$ cat config.mk
export PLATFORM = sky130hd
export DESIGN_NAME = gp_interrupt_aggregator
export DESIGN_NICKNAME = d
export VERILOG_FILES = /design/src/gp_int_pkg.sv /design/src/gp_int_pin.sv /design/src/gp_interrupt_aggregator.sv
export SDC_FILE = /design/constraint.sdc
export NUM_CORES = 1
export LEC_CHECK = 0
export BUFFER_PORTS_ARGS = -buffer_cell sky130_fd_sc_hd__buf_2
export CORE_ASPECT_RATIO = 0.75
export CORE_UTILIZATION = 60
export DETAILED_ROUTE_END_ITERATION = 10
export MAX_ROUTING_LAYER = met4
export PLACE_DENSITY = 0.81
export SLEW_MARGIN = 20
export SYNTH_ARGS = -nofsm -noshare
export SYNTH_HDL_FRONTEND = slang
export SYNTH_SLANG_ARGS = --single-unit
$ cat constraint.sdc
create_clock -name CLK_IN -period 12.4 [get_ports CLK_IN]
set_input_delay 3.1 -clock CLK_IN [delete_from_list [all_inputs] [get_ports CLK_IN]]
set_output_delay 3.1 -clock CLK_IN [all_outputs]
set_load 0.01 [all_outputs]
$ cat src/gp_int_pkg.sv
// Package for the interrupt aggregator: word widths, bit positions, register map.
// Assumes a single clock domain and an Avalon-MM slave with 32-bit data.
`default_nettype none
package gp_int_pkg;
  localparam int STAT_W = 48;
  localparam int AW     = 5;
  // Upper-word bit positions
  localparam int B_SPI1_ABORT   = 36;
  localparam int B_CLKRD_ABORT  = 35;
  localparam int B_SRC_RED1     = 34;
  localparam int B_SRC_RED0     = 33;
  localparam int B_RF0_UNLOCK   = 32;
  localparam int B_RF1_UNLOCK   = 31;
  localparam int B_CLK_UNLOCK   = 30;
  localparam int B_RF0_CP_OVR   = 29;
  localparam int B_RF1_CP_OVR   = 28;
  localparam int B_CLK_OVR      = 27;
  localparam int B_SER_UNLOCK   = 26;
  localparam int B_TX_PWR_BASE  = 10;
  localparam int B_TX_SLEW_BASE = 11;
  localparam int B_CORE0_BASE   = 5;
  localparam int B_CORE1_BASE   = 0;
  localparam int N_TX           = 8;
  localparam int N_CORE_EV      = 5;
  // Register word indices (byte address = 4 * index)
  localparam logic [AW-1:0] R_STAT_LO   = 5'h00;
  localparam logic [AW-1:0] R_STAT_HI   = 5'h01;
  localparam logic [AW-1:0] R_STICKY_LO = 5'h02;
  localparam logic [AW-1:0] R_STICKY_HI = 5'h03;
  localparam logic [AW-1:0] R_MASKA_LO  = 5'h04;
  localparam logic [AW-1:0] R_MASKA_HI  = 5'h05;
  localparam logic [AW-1:0] R_MASKB_LO  = 5'h06;
  localparam logic [AW-1:0] R_MASKB_HI  = 5'h07;
  localparam logic [AW-1:0] R_MASKAB_LO = 5'h08;
  localparam logic [AW-1:0] R_MASKAB_HI = 5'h09;
  localparam logic [AW-1:0] R_RAW_LO    = 5'h0A;
  localparam logic [AW-1:0] R_RAW_HI    = 5'h0B;
  // Reset values
  localparam logic [STAT_W-1:0] MASK_RST   = 48'hFFFF_FFFF_FFFF;
  localparam logic [STAT_W-1:0] STICKY_RST = 48'h0000_0000_0000;
  localparam logic [31:0]       BAD_ADDR_DATA = 32'h0000_0000;

  typedef struct packed {
    logic [STAT_W-1:0] status;
    logic [STAT_W-1:0] sticky;
    logic [STAT_W-1:0] mask_a;
    logic [STAT_W-1:0] mask_b;
    logic [31:0]       rdata;
    logic              rvalid;
  } agg_state_s;

  typedef struct packed {
    logic [STAT_W-1:0] lo;
    logic [STAT_W-1:0] hi;
  } word_pair_s;

  // Update the low 32 bits or the high 16 bits of a 48-bit word
  function automatic logic [STAT_W-1:0] put_half(input logic [STAT_W-1:0] old, input logic hi,
                                                 input logic [31:0] d);
    logic [STAT_W-1:0] r;
    r = old;
    if (hi)
    begin
      r[STAT_W-1:32] = d[STAT_W-33:0];
    end
    else
    begin
      r[31:0] = d;
    end
    return r;
  endfunction

  function automatic logic [31:0] get_half(input logic [STAT_W-1:0] v, input logic hi);
    logic [31:0] r;
    r = hi ? {16'h0000, v[STAT_W-1:32]} : v[31:0];
    return r;
  endfunction
endpackage
`default_nettype wire

$ cat src/gp_int_pin.sv
// One interrupt pin: OR of the upper-word status bits unmasked in its own mask.
// Assumes status and mask are registered by the caller.
`default_nettype none
module gp_int_pin
  import gp_int_pkg::*;
(
  input  wire logic [STAT_W-1:0] status_in,
  input  wire logic [STAT_W-1:0] mask_in,
  output logic                   irq_out
);
  assign irq_out = |(status_in & ~mask_in);
endmodule // gp_int_pin
`default_nettype wire

$ cat src/gp_interrupt_aggregator.sv
// Upper-word interrupt aggregator: status capture, sticky select, two masked pins.
// Assumes sources synchronous to CLK_IN; Avalon-MM slave answers after one wait cycle.
//
// The implementer's own choices: the Avalon-MM slave port and the register addresses.
`default_nettype none
// Behaviour
// - Loop unlock and overrange events land on upper-word bits 32 down to 26.
// - Transmit channel n sets bit 11+2n on slew, 10+2n on power protection.
// - Core 0 forced, watchdog, calibration, system, ECC events on bits 9..5.
// - Core 1 forced, watchdog, calibration, system, ECC events on bits 4..0.
// - Serial port aborts at bits 36, 35; source reducer errors at 34, 33.
// - Per-source type register picks sticky capture or level following.
// - Sticky status bit stays set after source drops until host clears it.
// - Clear touches only bits selected in the clear select word.
// - Full status is readable by the host.
// - Two independent masks, writable alone or together, readable alone; the joint address reads mask A.
// - Each pin stays high while any unmasked status bit is set.
// - With no unmasked status bit set, both pins are low.
// - Mask bit zero passes the source, mask bit one blocks it.
// - Each pin is the OR of sources unmasked in its own mask.
// - Each mask is a 48-bit word with unused positions reserved.
module gp_interrupt_aggregator
  import gp_int_pkg::*;
(
  input  wire logic              CLK_IN,
  input  wire logic              SYS_RST_IN,
  input  wire logic              CLK_EN_IN,
  input  wire logic [3:0]        SPI_ABORT_IN,
  input  wire logic [6:0]        PLL_EVENT_IN,
  input  wire logic [N_TX-1:0]   TX_SLEW_IN,
  input  wire logic [N_TX-1:0]   TX_POWER_IN,
  input  wire logic [4:0]        CORE0_EVENT_IN,
  input  wire logic [4:0]        CORE1_EVENT_IN,
  input  wire logic [AW-1:0]     AVS_ADDRESS_IN,
  input  wire logic              AVS_READ_IN,
  input  wire logic              AVS_WRITE_IN,
  input  wire logic [31:0]       AVS_WRITEDATA_IN,
  input  wire logic [3:0]        AVS_BYTEENABLE_IN,
  output logic [31:0]            AVS_READDATA_OUT,
  output logic                   AVS_WAITREQUEST_OUT,
  output logic [1:0]             AVS_RESPONSE_OUT,
  output logic                   IRQ_PIN_A_OUT,
  output logic                   IRQ_PIN_B_OUT,
  output logic                   IRQ_OUT
);
  agg_state_s        st_reg;
  agg_state_s        st_next;
  logic [STAT_W-1:0] raw;
  logic [STAT_W-1:0] clear_select_word;
  logic [STAT_W-1:0] event_now;
  logic              acc;
  logic              hi_sel;
  logic              mapped;
  logic              pin_a;
  logic              pin_b;
  logic [31:0]       wmask;

  // Source map onto the upper word
  always_comb
  begin
    raw = '0;
    raw[B_SPI1_ABORT]  = SPI_ABORT_IN[3];
    raw[B_CLKRD_ABORT] = SPI_ABORT_IN[2];
    raw[B_SRC_RED1]    = SPI_ABORT_IN[1];
    raw[B_SRC_RED0]    = SPI_ABORT_IN[0];
    raw[B_RF0_UNLOCK]  = PLL_EVENT_IN[6];
    raw[B_RF1_UNLOCK]  = PLL_EVENT_IN[5];
    raw[B_CLK_UNLOCK]  = PLL_EVENT_IN[4];
    raw[B_RF0_CP_OVR]  = PLL_EVENT_IN[3];
    raw[B_RF1_CP_OVR]  = PLL_EVENT_IN[2];
    raw[B_CLK_OVR]     = PLL_EVENT_IN[1];
    raw[B_SER_UNLOCK]  = PLL_EVENT_IN[0];
    for (int n = 0; n < N_TX; n++)
    begin
      raw[B_TX_SLEW_BASE + 2*n] = TX_SLEW_IN[n];
      raw[B_TX_PWR_BASE + 2*n]  = TX_POWER_IN[n];
    end
    raw[B_CORE0_BASE +: N_CORE_EV] = CORE0_EVENT_IN;
    raw[B_CORE1_BASE +: N_CORE_EV] = CORE1_EVENT_IN;
  end

  assign acc       = AVS_READ_IN | AVS_WRITE_IN;
  assign hi_sel    = AVS_ADDRESS_IN[0];
  assign mapped    = AVS_ADDRESS_IN <= R_RAW_HI;
  assign wmask     = {{8{AVS_BYTEENABLE_IN[3]}}, {8{AVS_BYTEENABLE_IN[2]}},
                      {8{AVS_BYTEENABLE_IN[1]}}, {8{AVS_BYTEENABLE_IN[0]}}};
  assign event_now = raw;

  // Clear select word from a write-one to a status register
  always_comb
  begin
    clear_select_word = '0;
    if (AVS_WRITE_IN && st_reg.rvalid && (AVS_ADDRESS_IN == R_STAT_LO || AVS_ADDRESS_IN == R_STAT_HI))
    begin
      clear_select_word = put_half('0, hi_sel, AVS_WRITEDATA_IN & wmask);
    end
  end

  always_comb
  begin
    st_next = st_reg;
    // Sticky bits hold until cleared; level bits follow source
    st_next.status = (st_reg.sticky & ((st_reg.status & ~clear_select_word) | event_now))
                   | (~st_reg.sticky & event_now);
    st_next.rvalid = acc & ~st_reg.rvalid;
    st_next.rdata  = BAD_ADDR_DATA;
    if (acc)
    begin
      // Reads answer from the request cycle, writes land on the released edge
      if (AVS_READ_IN && !st_reg.rvalid)
      begin
        unique case (AVS_ADDRESS_IN)
          R_STAT_LO, R_STAT_HI:     st_next.rdata = get_half(st_reg.status, hi_sel);
          R_STICKY_LO, R_STICKY_HI: st_next.rdata = get_half(st_reg.sticky, hi_sel);
          R_MASKA_LO, R_MASKA_HI,
          R_MASKAB_LO, R_MASKAB_HI: st_next.rdata = get_half(st_reg.mask_a, hi_sel);
          R_MASKB_LO, R_MASKB_HI:   st_next.rdata = get_half(st_reg.mask_b, hi_sel);
          R_RAW_LO, R_RAW_HI:       st_next.rdata = get_half(raw, hi_sel);
          default:                  st_next.rdata = BAD_ADDR_DATA;
        endcase
      end
      else if (AVS_WRITE_IN && st_reg.rvalid)
      begin
        unique case (AVS_ADDRESS_IN)
          R_STICKY_LO, R_STICKY_HI:
            st_next.sticky = put_half(st_reg.sticky, hi_sel,
                                      (get_half(st_reg.sticky, hi_sel) & ~wmask) | (AVS_WRITEDATA_IN & wmask));
          R_MASKA_LO, R_MASKA_HI:
            st_next.mask_a = put_half(st_reg.mask_a, hi_sel,
                                      (get_half(st_reg.mask_a, hi_sel) & ~wmask) | (AVS_WRITEDATA_IN & wmask));
          R_MASKB_LO, R_MASKB_HI:
            st_next.mask_b = put_half(st_reg.mask_b, hi_sel,
                                      (get_half(st_reg.mask_b, hi_sel) & ~wmask) | (AVS_WRITEDATA_IN & wmask));
          R_MASKAB_LO, R_MASKAB_HI:
          begin
            st_next.mask_a = put_half(st_reg.mask_a, hi_sel,
                                      (get_half(st_reg.mask_a, hi_sel) & ~wmask) | (AVS_WRITEDATA_IN & wmask));
            st_next.mask_b = put_half(st_reg.mask_b, hi_sel,
                                      (get_half(st_reg.mask_b, hi_sel) & ~wmask) | (AVS_WRITEDATA_IN & wmask));
          end
          default: st_next.rdata = BAD_ADDR_DATA;
        endcase
      end
    end
  end

  always_ff @(posedge CLK_IN or posedge SYS_RST_IN)
  begin
    if (SYS_RST_IN)
    begin
      st_reg.status <= '0;
      st_reg.sticky <= STICKY_RST;
      st_reg.mask_a <= MASK_RST;
      st_reg.mask_b <= MASK_RST;
      st_reg.rdata  <= '0;
      st_reg.rvalid <= 1'b0;
    end
    else if (CLK_EN_IN)
    begin
      st_reg <= st_next;
    end
  end

  gp_int_pin u_pin_a
  (
    .status_in (st_reg.status),
    .mask_in   (st_reg.mask_a),
    .irq_out   (pin_a)
  );

  gp_int_pin u_pin_b
  (
    .status_in (st_reg.status),
    .mask_in   (st_reg.mask_b),
    .irq_out   (pin_b)
  );

  assign IRQ_PIN_A_OUT       = pin_a;
  assign IRQ_PIN_B_OUT       = pin_b;
  assign IRQ_OUT             = pin_a | pin_b;
  assign AVS_READDATA_OUT    = st_reg.rdata;
  assign AVS_WAITREQUEST_OUT = acc & ~st_reg.rvalid;
  assign AVS_RESPONSE_OUT    = mapped ? 2'h0 : 2'h3;
endmodule // gp_interrupt_aggregator
`default_nettype wire

==> results of run 1 <==
## final timing paths
path | slack [ns] | endpoint | depth (start not counted) | start
max | 5.69 | AVS_RESPONSE_OUT[0] | 3 | AVS_ADDRESS_IN[2]
min | 0.47 | AVS_READDATA_OUT[21]$_DFFE_PP0P_ | 1 | AVS_READDATA_OUT[21]$_DFFE_PP0P_
max reg2reg | 9.28 | st_reg[159]$_DFFE_PP0P_ | 4 | st_reg[0]$_DFFE_PP0P_
min reg2reg | 0.47 | AVS_READDATA_OUT[21]$_DFFE_PP0P_ | 1 | AVS_READDATA_OUT[21]$_DFFE_PP0P_
max in group asynchronous | 8.41 | st_reg[198]$_DFFE_PP0P_ | 3 | SYS_RST_IN
min in group asynchronous | 2.64 | st_reg[210]$_DFFE_PP0P_ | 2 | SYS_RST_IN
## cells in the mapped netlist, types with 12 or more instances
cell type	n
nand2b_1	42
buf_2	17
o221ai_1	12
mux2_2	85
o22ai_1	30
nand3_1	18
o21ai_0	106
a21o_1	31
dfstp_2	96
o21ai_1	26
nand2_1	148
dfrtp_1	129
mux2i_1	37
buf_4	34
inv_1	49
clkbuf_1	38
a222oi_1	16
a31oi_1	12
a21oi_1	40
a22oi_1	27
## final cells by class
type	count	area (um2)
fillers	1407	5840
flip-flops and latches	225	5750
multi-input cells	746	5060
clock buffers	35	701
repair buffers	133	701
well taps	247	309
inverters	50	195
clock inverters	7	56.3
## worst reg2reg max path: stages (launching register included)
cell and delay, ns:
dfrtp_1 0.40, nand3_1 0.27, nor2_1 0.88, nand2_1 0.92
o21ai_0 0.52
## through the flow
step	util, %	power [mW]	hold WS, ns	instances
after global placement	64.6	1.10	0.460	1401
after detailed placement	64.6	1.11	0.464	1401
after CTS	68.6	1.80	0.477	1443
after floorplan	-	1.02	0.450	1119
after global routing	68.6	1.86	0.488	1443
final	68.6	1.80	0.472	1443
## power by group through the flow
stage	Sequential (mW)	Combinational [mW]	Clock (mW)
after detailed placement	0.887	0.227	0
after floorplan	0.866	0.153	0
final	0.880	0.234	0.691
after CTS	0.876	0.228	0.694
after global placement	0.883	0.220	0
after global routing	0.885	0.252	0.725
## cell families after synthesis
logic type      count (synthesis)
compound gates                370
simple gates                  253
flops                         225
buf+inv                       148
mux                           122
xor+xnor                        1
## routing by layer
layer | GRT usage [%] | vias to the layer above | part of all wire [%]
met5 | - | - | 0
met4 | 14.5 | 0 | 3.6
met3 | 10.0 | 114 | 14
met2 | 52.4 | 742 | 42
met1 | 52.8 | 4798 | 40
li1 | - | 4197 | -
==> flow_metrics.py, run 1 <==
metrics = {
    "outcome": {
        "run_status": "finished, final reports clean",
    },
    "timing": {
        "rsz0062_at_grt": "false",
        "worst_pin_slew_ns": 1.04,
        "fin_crit_ns": 6.71,
        "final.setup.tns_ns": 0,
        "fin_worst_skew_ns": 0.0156,
        "layout_setup_ws_ns": 5.69,
        "timing.fmax_mhz": 149,
        "finalSetupViolCount": 0,
        "slew_violations": 0,
        "hold_viol_final": 0,
        "slew_headroom_pct": 28.7,
        "fin_crit_sh_pct": 54.1,
    },
    "worst_hold_path": {
        "hold_path.class": "flip-flop to flip-flop",
    },
    "detailed_routing": {
        "ant_nets": 0,
        "viasPerCell": 6.83,
        "routed_wl_um": 35500,
        "wl_per_cell_um": 24.6,
        "num_vias": 9851,
        "drc_errors": 0,
        "drt_pass1_iterations": 5,
        "first_iter_violations": 1639,
    },
    "floorplan": {
        "ios": 121,
        "row_count": 43,
        "start_util_pct": 61.8,
        "die_w_um": 162,
        "coreArea_um2": 18600,
        "dieHeight_um": 122,
        "dieArea_um2": 19700,
    },
    "placed_design": {
        "postPlaceCellArea_um2": 12000,
        "place.gp.congestion": 0.945,
        "dpl_worst_slack_ns": 5.69,
        "place_hpwl_um": 23200,
        "io_buffer_count": 120,
    },
    "layout": {
        "largest_reg_flops": 193,
        "area_delta_synth_final_pct": 11.1,
        "mostFrequentLayoutCells": "nand2_1 (148), dfrtp_1 (129), buf_2 (119)",
        "antenna_cells": 0,
        "design_area_um2": 12800,
        "final_nets": 1262,
        "drive_gt1_share_pct": 30.7,
        "layout_commonest_cell": "nand2_1",
    },
    "yosys": {
        "synth-simple-area-share_pct": 10.7,
        "synthXorXnorAreaFrac_pct": 0.0762,
        "syn_nets": 1202,
        "synth_edf_count": 0,
        "synth_area_um2": 11500,
        "yosysSeqAreaShare_pct": 50.0,
        "synthCells": 1119,
        "synthAdderAreaFrac_pct": 0,
        "synth_top_family_by_area": "compound AO/OA/AOI/OAI gates",
        "syn_avg_cell_area_um2": 10.3,
        "synth.ff_latch_count": 225,
        "async_reset_ff_share_pct": 100,
        "ys_warn_count": 0,
        "synth_ff_type": "dfrtp_1",
        "yosysUniqueCellTypes": 56,
        "yosysTopAreaCell": "dfrtp_1",
        "synthTopCellsByArea": "dfrtp_1 (28%), dfstp_2 (22%), mux2_2 (8.3%)",
        "yosys.area.top_type_share_pct": 28.1,
        "synthMuxAreaShare_pct": 11.5,
        "synth_compound_area_share_pct": 21.4,
    },
    "clocking": {
        "htree_levels": 1,
        "cts_resized": 0,
        "clk_latency_ns": 0.53,
        "ctsHoldBuffers": 0,
        "cts_tree": "built",
        "numCtsBuffers": 23,
        "post-cts-setup-buffers": 0,
        "root_buffer": "clkbuf_16",
        "clkTransAtPathRegs_ns": 0.06,
        "cts_buffer_depth": 3,
        "cts.sinks": 225,
    },
    "global_routing": {
        "grt_overflow": 0,
        "grt_usage_pct": 37.8,
        "grt_pass1_vias": 9412,
        "grt_pass1_wl_um": 54400,
        "grt_max_degree": 79,
        "antenna_found_initial": 0,
    },
    "flow_run": {
        "cap_violations": 0,
    },
    "pwr": {
        "seqPwrFrac_pct": 48.8,
        "p_leak_nw": 5.67,
        "switchingPower_mw": 0.497,
        "ir_drop_mv": 0.107,
        "p_int_mw": 1.31,
        "clkPwrFrac_pct": 38.3,
        "p_comb_share_pct": 13.0,
        "p_per_area_nw_per_um2": 141,
        "swShare_pct": 27.6,
    },
    "critical_path": {
        "crit_path_cell_trace": "buf_2 > a21o_1 > buf_2",
        "slowest_delay_ns": 0.20,
        "crit_family": "buffers and inverters",
        "critPathLaunchType": "primary input",
        "crit_arrival_ns": 3.61,
        "path_class": "primary input to primary output",
        "cp_common_cell": "buf_2",
        "crit_fanout": 11,
        "critPathBufInv": 2,
        "cp_data_required_time_ns": 9.30,
        "cp_slowest_cell": "a21o_1",
        "end_kind": "primary output",
    },
}
No activity file was read; power rests on OpenSTA's default activity.
==> run 2, diff against run 1 <==
ABC_AREA = 1   (was not set)
CORE_UTILIZATION = 54   (was 60)
PLACE_DENSITY = 0.77   (was 0.81)
clock period = 5.37 ns   (was 12.4 ns; I/O delays follow)
==> run 2 against run 1 <==
Design area grew 8.3%. Largest cell class unchanged. Clock power is 140% higher. Worst hold slack got worse by 0.0079 ns. Largest power group unchanged.
==> flow_metrics.py, run 2 <==
metrics = {
    "timing": {
        "final.setup.tns_ns": 0,
        "finalSetupViolCount": 0,
        "timing.fmax_mhz": 271,
        "layout_setup_ws_ns": 1.68,
        "fin_crit_sh_pct": 68.8,
        "worst_pin_slew_ns": 0.927,
        "fin_crit_ns": 3.69,
        "slew_headroom_pct": 38.1,
        "slew_violations": 0,
        "hold_viol_final": 0,
        "rsz0062_at_grt": "false",
        "fin_worst_skew_ns": 0.0135,
    },
    "global_routing": {
        "antenna_found_initial": 2,
        "grt_max_degree": 124,
        "grt_pass1_wl_um": 60700,
        "grt_overflow": 0,
        "grt_pass1_vias": 11400,
        "grt_usage_pct": 33.7,
    },
    "critical_path": {
        "end_kind": "flip-flop",
        "critPathLaunchType": "primary input",
        "cp_data_required_time_ns": 5.74,
        "crit_arrival_ns": 4.06,
        "cp_slowest_cell": "nand2_1",
        "cp_common_cell": "nand2_1",
        "crit_fanout": 24,
        "crit_path_cell_trace": "buf_2 > nor2_1 > nand2_1 > inv_2 > nand2_1 > o21ai_0 > nand2_1 > nand2_1 > o21ai_0",
        "path_class": "primary input to flip-flop",
        "slowest_delay_ns": 0.65,
    },
    "floorplan": {
        "coreArea_um2": 22300,
        "dieArea_um2": 23700,
        "ios": 121,
        "start_util_pct": 55.8,
        "dieHeight_um": 134,
        "die_w_um": 177,
        "row_count": 47,
    },
    "outcome": {
        "run_status": "finished, final reports clean",
    },
    "flow_run": {
        "cap_violations": 0,
    },
    "placed_design": {
        "place_hpwl_um": 25300,
        "io_buffer_count": 120,
        "place.gp.congestion": 0.928,
        "dpl_worst_slack_ns": 1.35,
        "dpl.cell_count": 2148,
    },
    "pwr": {
        "ir_drop_mv": 0.211,
        "p_leak_nw": 7.30,
        "p_per_area_nw_per_um2": 334,
        "fin_total_pwr_mw": 4.62,
    },
    "clocking": {
        "cts_buffer_depth": 3,
        "root_buffer": "clkbuf_16",
        "cts.sinks": 225,
        "numCtsBuffers": 24,
        "clk_latency_ns": 0.53,
        "htree_levels": 1,
        "cts_resized": 0,
        "cts_tree": "built",
        "post-cts-setup-buffers": 0,
        "clkTransAtPathRegs_ns": 0.07,
        "ctsHoldBuffers": 0,
    },
    "yosys": {
        "synthCells": 1831,
        "yosys.area.top_type_share_pct": 25.9,
        "synth.most_common_cell": "nand2_1",
        "yosysUniqueCellTypes": 24,
        "synth_edf_count": 0,
        "synth.ff_latch_count": 225,
        "yosysTopAreaCell": "dfrtp_1",
        "synthTopCellsByArea": "dfrtp_1 (26%), nand2_1 (26%), dfstp_2 (20%)",
        "async_reset_ff_share_pct": 100,
        "syn_nets": 1914,
        "yosys-top-cells-count": "nand2_1 (851), o21ai_0 (245), inv_1 (161), dfrtp_1 (129), nor2_1 (101)",
        "syn_avg_cell_area_um2": 6.80,
        "synth_ff_type": "dfrtp_1",
        "synth_area_um2": 12500,
        "ys_warn_count": 0,
        "yosysSeqAreaShare_pct": 46.2,
    },
    "worst_hold_path": {
        "hold_path.class": "flip-flop to flip-flop",
    },
    "detailed_routing": {
        "viasPerCell": 5.55,
        "routed_wl_um": 37700,
        "drt_pass1_iterations": 6,
        "drc_errors": 0,
        "wl_per_cell_um": 17.2,
        "ant_nets": 0,
        "num_vias": 12200,
        "first_iter_violations": 1271,
    },
    "layout": {
        "post-route-util_pct": 61.9,
        "final_cells": 2194,
        "drive_gt1_share_pct": 14.9,
        "fill_cells": 2064,
        "final_nets": 1963,
        "mostFrequentLayoutCells": "nand2_1 (851), o21ai_0 (245), inv_1 (160)",
        "layout_commonest_cell": "nand2_1",
        "area_delta_synth_final_pct": 11.0,
        "largest_reg_flops": 193,
    },
}
==> run 2: worst max-delay path, delay by kind of cell <==
kind            cells  cell delay [ns]
buf+inv             2             0.72
simple gates        5             1.54
compound gates      2             0.43
==> run 2: layout make-up <==
type	instances	area [um2]	share of cell area, %
Sequential cell	225	5750	41.6
Multi-Input combinational cell	1327	5540	40.0
Timing Repair Buffer	137	753	5.45
Clock buffer	29	651	4.70
Inverter	165	623	4.50
Tap cell	294	368	2.66
Clock inverter	15	145	1.05
Antenna cell	2	5.00	0.0362
==> run 2: final timing paths <==
check / from / to / slack [ns] / depth (start not counted)
worst max-delay path: AVS_ADDRESS_IN[4] / st_reg[213]$_DFFE_PP0P_ / 1.68 / 9
worst min-delay path: st_reg[71]$_DFFE_PP1P_ / st_reg[71]$_DFFE_PP1P_ / 0.46 / 2
worst max register to register: st_reg[0]$_DFFE_PP0P_ / st_reg[126]$_DFFE_PP1P_ / 2.79 / 6
worst min register to register: st_reg[71]$_DFFE_PP1P_ / st_reg[71]$_DFFE_PP1P_ / 0.46 / 2
max in group asynchronous: SYS_RST_IN / AVS_READDATA_OUT[13]$_DFFE_PP0P_ / 3.57 / 3
min in group asynchronous: SYS_RST_IN / st_reg[162]$_DFFE_PP0P_ / 0.80 / 2
==> run 2: power by group <==
group          leakage [nW]  switching (mW)  internal [mW]
sequential             2.51           0.144           2.00
clock                 0.380           0.725          0.967
combinational          4.40           0.539          0.250
total                  7.30            1.41           3.21
==> run 2: per-layer routing <==
| layer | vias up | part of all wire [%] | GRT usage, % | routed length, um |
|---|---|---|---|---|
| met5 | - | 0 | - | 0 |
| met4 | 0 | 2.1 | 8.74 | 779 |
| met3 | 65 | 12 | 8.96 | 4430 |
| met2 | 692 | 42 | 47.1 | 15700 |
| met1 | 5636 | 44 | 48.2 | 16800 |
| li1 | 5781 | - | - | - |
==> run 2: kinds of logic (layout without fill, tap and decap cells) <==
logic type / count (synthesis) / after routing / share of synthesized area (%)
simple gates: 1020 / 1020 / 31.5
other cells: 0 / 2 / 0
flops: 225 / 225 / 46.2
compound gates: 307 / 307 / 12.8
buf+inv: 279 / 346 / 9.49
==> run 2: metrics by stage <==
step / instance area (um2) / hold slack, ns
floorplan: 12500 / 0.444
finish: 13800 / 0.464
CTS: 13800 / 0.465
global placement: 13000 / 0.452
global route: 13800 / 0.481
detailed placement: 13000 / 0.456
==> run 3, diff against run 2 <==
CORE_UTILIZATION = 60   (was 54)
PLACE_DENSITY = 0.81   (was 0.77)
clock period = 3.7 ns   (was 5.37 ns; I/O delays follow)
==> run 3 against run 2 <==
Register-to-register slack lost 1.7 ns. First-iteration DRC count increased by 27%. Cell count down 1.1%. Global-route usage is 3.9 points higher. Flip-flop and latch count stayed put. Sequential power rose by 45%. Die area fell by 9.9%. Critical path depth rose by 1. Sequential share of layout area decreased by 0.30 points. Largest power group unchanged. Setup slack worse by 1.0 ns. Total power up 45%.
==> flow_metrics.py, run 3 (same netlist as run 2, synthesis figures left out) <==
metrics = {
    "floorplan": {
        "dieArea_um2": 21300,
        "ios": 121,
        "dieHeight_um": 127,
        "coreArea_um2": 20300,
        "die_w_um": 168,
        "start_util_pct": 61.5,
        "row_count": 45,
    },
    "timing": {
        "hold_viol_final": 0,
        "worst_pin_slew_ns": 1.10,
        "fin_crit_sh_pct": 82.6,
        "slew_violations": 0,
        "fin_worst_skew_ns": 0.0117,
        "slew_headroom_pct": 26.3,
        "rsz0062_at_grt": "false",
        "fin_crit_ns": 3.06,
        "timing.fmax_mhz": 327,
        "finalSetupViolCount": 0,
        "layout_setup_ws_ns": 0.645,
    },
    "outcome": {
        "run_status": "finished, final reports clean",
    },
    "layout": {
        "design_area_um2": 13900,
        "layout_commonest_cell": "nand2_1",
        "drive_gt1_share_pct": 15.3,
        "final_nets": 1979,
        "post-route-util_pct": 68.7,
        "mostFrequentLayoutCells": "nand2_1 (851), o21ai_0 (245), inv_1 (159)",
        "largest_reg_flops": 193,
        "antenna_cells": 0,
        "final_cells": 2170,
        "area_delta_synth_final_pct": 11.8,
    },
    "critical_path": {
        "cp_data_required_time_ns": 2.77,
        "r2r_slack_ns": 1.13,
        "slowest_delay_ns": 0.55,
        "crit_path_cell_trace": "inv_1 > nand2_1 > o21ai_0 > nor2_1 > nand2_1 > nor2_1 > nand2_1 > nor2_1 > nand2_1 > buf_2",
        "path_class": "flip-flop to primary output",
        "cp_common_cell": "nand2_1",
        "reg2regPathDepth": 7,
        "critPathLaunchType": "flip-flop",
        "reg2reg_from": "st_reg[0]$_DFFE_PP0P_",
        "r2r-end": "st_reg[144]$_DFFE_PP0P_",
        "cp_slowest_cell": "dfstp_2",
        "end_kind": "primary output",
        "crit_arrival_ns": 2.13,
        "crit_fanout": 3,
    },
    "global_routing": {
        "grt_usage_pct": 37.7,
        "grt_pass1_vias": 11800,
        "grt_max_degree": 69,
        "grt_overflow": 0,
        "grt_pass1_wl_um": 61300,
        "antenna_found_initial": 0,
    },
    "worst_hold_path": {
        "hold_path.class": "flip-flop to flip-flop",
        "min_from": "st_reg[77]$_DFFE_PP1P_",
        "hold_end": "st_reg[77]$_DFFE_PP1P_",
        "whs_path_depth": 2,
    },
    "placed_design": {
        "postPlaceCellArea_um2": 13200,
        "place.gp.congestion": 0.983,
        "io_buffer_count": 120,
        "place_hpwl_um": 25100,
        "dpl_worst_slack_ns": 0.708,
        "dpl.cell_count": 2129,
    },
    "pwr": {
        "switchingPower_mw": 1.99,
        "ir_drop_mv": 0.286,
        "p_comb_share_pct": 17.5,
        "swShare_pct": 29.8,
        "p_leak_nw": 7.39,
        "clkPwrFrac_pct": 36.0,
        "seqPwrFrac_pct": 46.4,
        "p_per_area_nw_per_um2": 480,
        "p_int_mw": 4.70,
    },
    "clocking": {
        "cts_resized": 0,
        "cts.sinks": 225,
        "ctsHoldBuffers": 0,
        "clkTransAtPathRegs_ns": 0.06,
        "root_buffer": "clkbuf_16",
        "numCtsBuffers": 23,
        "cts_buffer_depth": 3,
        "clk_latency_ns": 0.52,
        "cts_tree": "built",
        "htree_levels": 1,
        "post-cts-setup-buffers": 0,
    },
    "detailed_routing": {
        "drc_errors": 0,
        "ant_nets": 0,
        "num_vias": 12500,
        "drt_pass1_iterations": 6,
        "routed_wl_um": 38000,
        "viasPerCell": 5.78,
        "first_iter_violations": 1619,
        "wl_per_cell_um": 17.5,
    },
    "flow_run": {
        "cap_violations": 0,
    },
}
run 3: per-stage QoR:
stage                     setup TNS [ns]  total power [mW]  hold WS [ns]
after CTS                              0              6.66         0.463
final                                  0              6.69         0.462
after global routing                   0              7.00         0.484
after floorplan                   -10.92              3.89         0.444
after global placement                 0              4.23         0.450
after detailed placement               0              4.27         0.454
run 3: worst max-delay path by stage:
| stage | endpoint | slack, ns | startpoint | depth (start not counted) |
|---|---|---|---|---|
| finish | IRQ_OUT | 0.64 | st_reg[125]$_DFFE_PP1P_ | 10 |
| global route | IRQ_OUT | 0.56 | st_reg[93]$_DFFE_PP1P_ | 10 |
| CTS | IRQ_OUT | 0.67 | st_reg[125]$_DFFE_PP1P_ | 10 |
| floorplan | AVS_READDATA_OUT[0]$_DFFE_PP0P_ | -0.08 | SYS_RST_IN | 1 |
| global placement | st_reg[130]$_DFFE_PP0P_ | 0.71 | AVS_WRITE_IN | 8 |
| detailed placement | st_reg[144]$_DFFE_PP0P_ | 0.71 | AVS_WRITE_IN | 8 |
run 3: worst max-delay path, delay by kind of cell (launching register included):
| family | cells | cell delay (ns) |
|---|---|---|
| AOI/OAI and AO/OA | 1 | 0.12 |
| buffers and inverters | 2 | 0.18 |
| DFF | 1 | 0.55 |
| and+or+nand+nor | 7 | 0.76 |
run 3: area by class of cell:
| class | count | area, um2 |
|---|---|---|
| Clock buffer | 36 | 694 |
| Clock inverter | 5 | 75.1 |
| Timing Repair Buffer | 154 | 931 |
| Tap cell | 258 | 323 |
| Sequential cell | 225 | 5750 |
| Inverter | 165 | 623 |
| Multi-Input combinational cell | 1327 | 5540 |
| Fill cell | 1763 | 6340 |
run 3: layer usage:
metal | vias to the layer above | wire (um) | GRT usage (%)
met1 | 5816 | 15800 | 53.3
met3 | 95 | 4750 | 7.89
li1 | 5806 | - | -
met5 | - | 0 | -
met4 | 0 | 1060 | 10.8
met2 | 818 | 16400 | 54.8
run 3: power by group through the flow:
stage / logic, mW / clock network [mW] / registers, mW
after detailed placement: 1.14 / 0 / 3.13
final: 1.17 / 2.41 / 3.11
after global placement: 1.10 / 0 / 3.12
after floorplan: 0.820 / 0 / 3.07
after CTS: 1.15 / 2.41 / 3.09
after global routing: 1.34 / 2.52 / 3.14
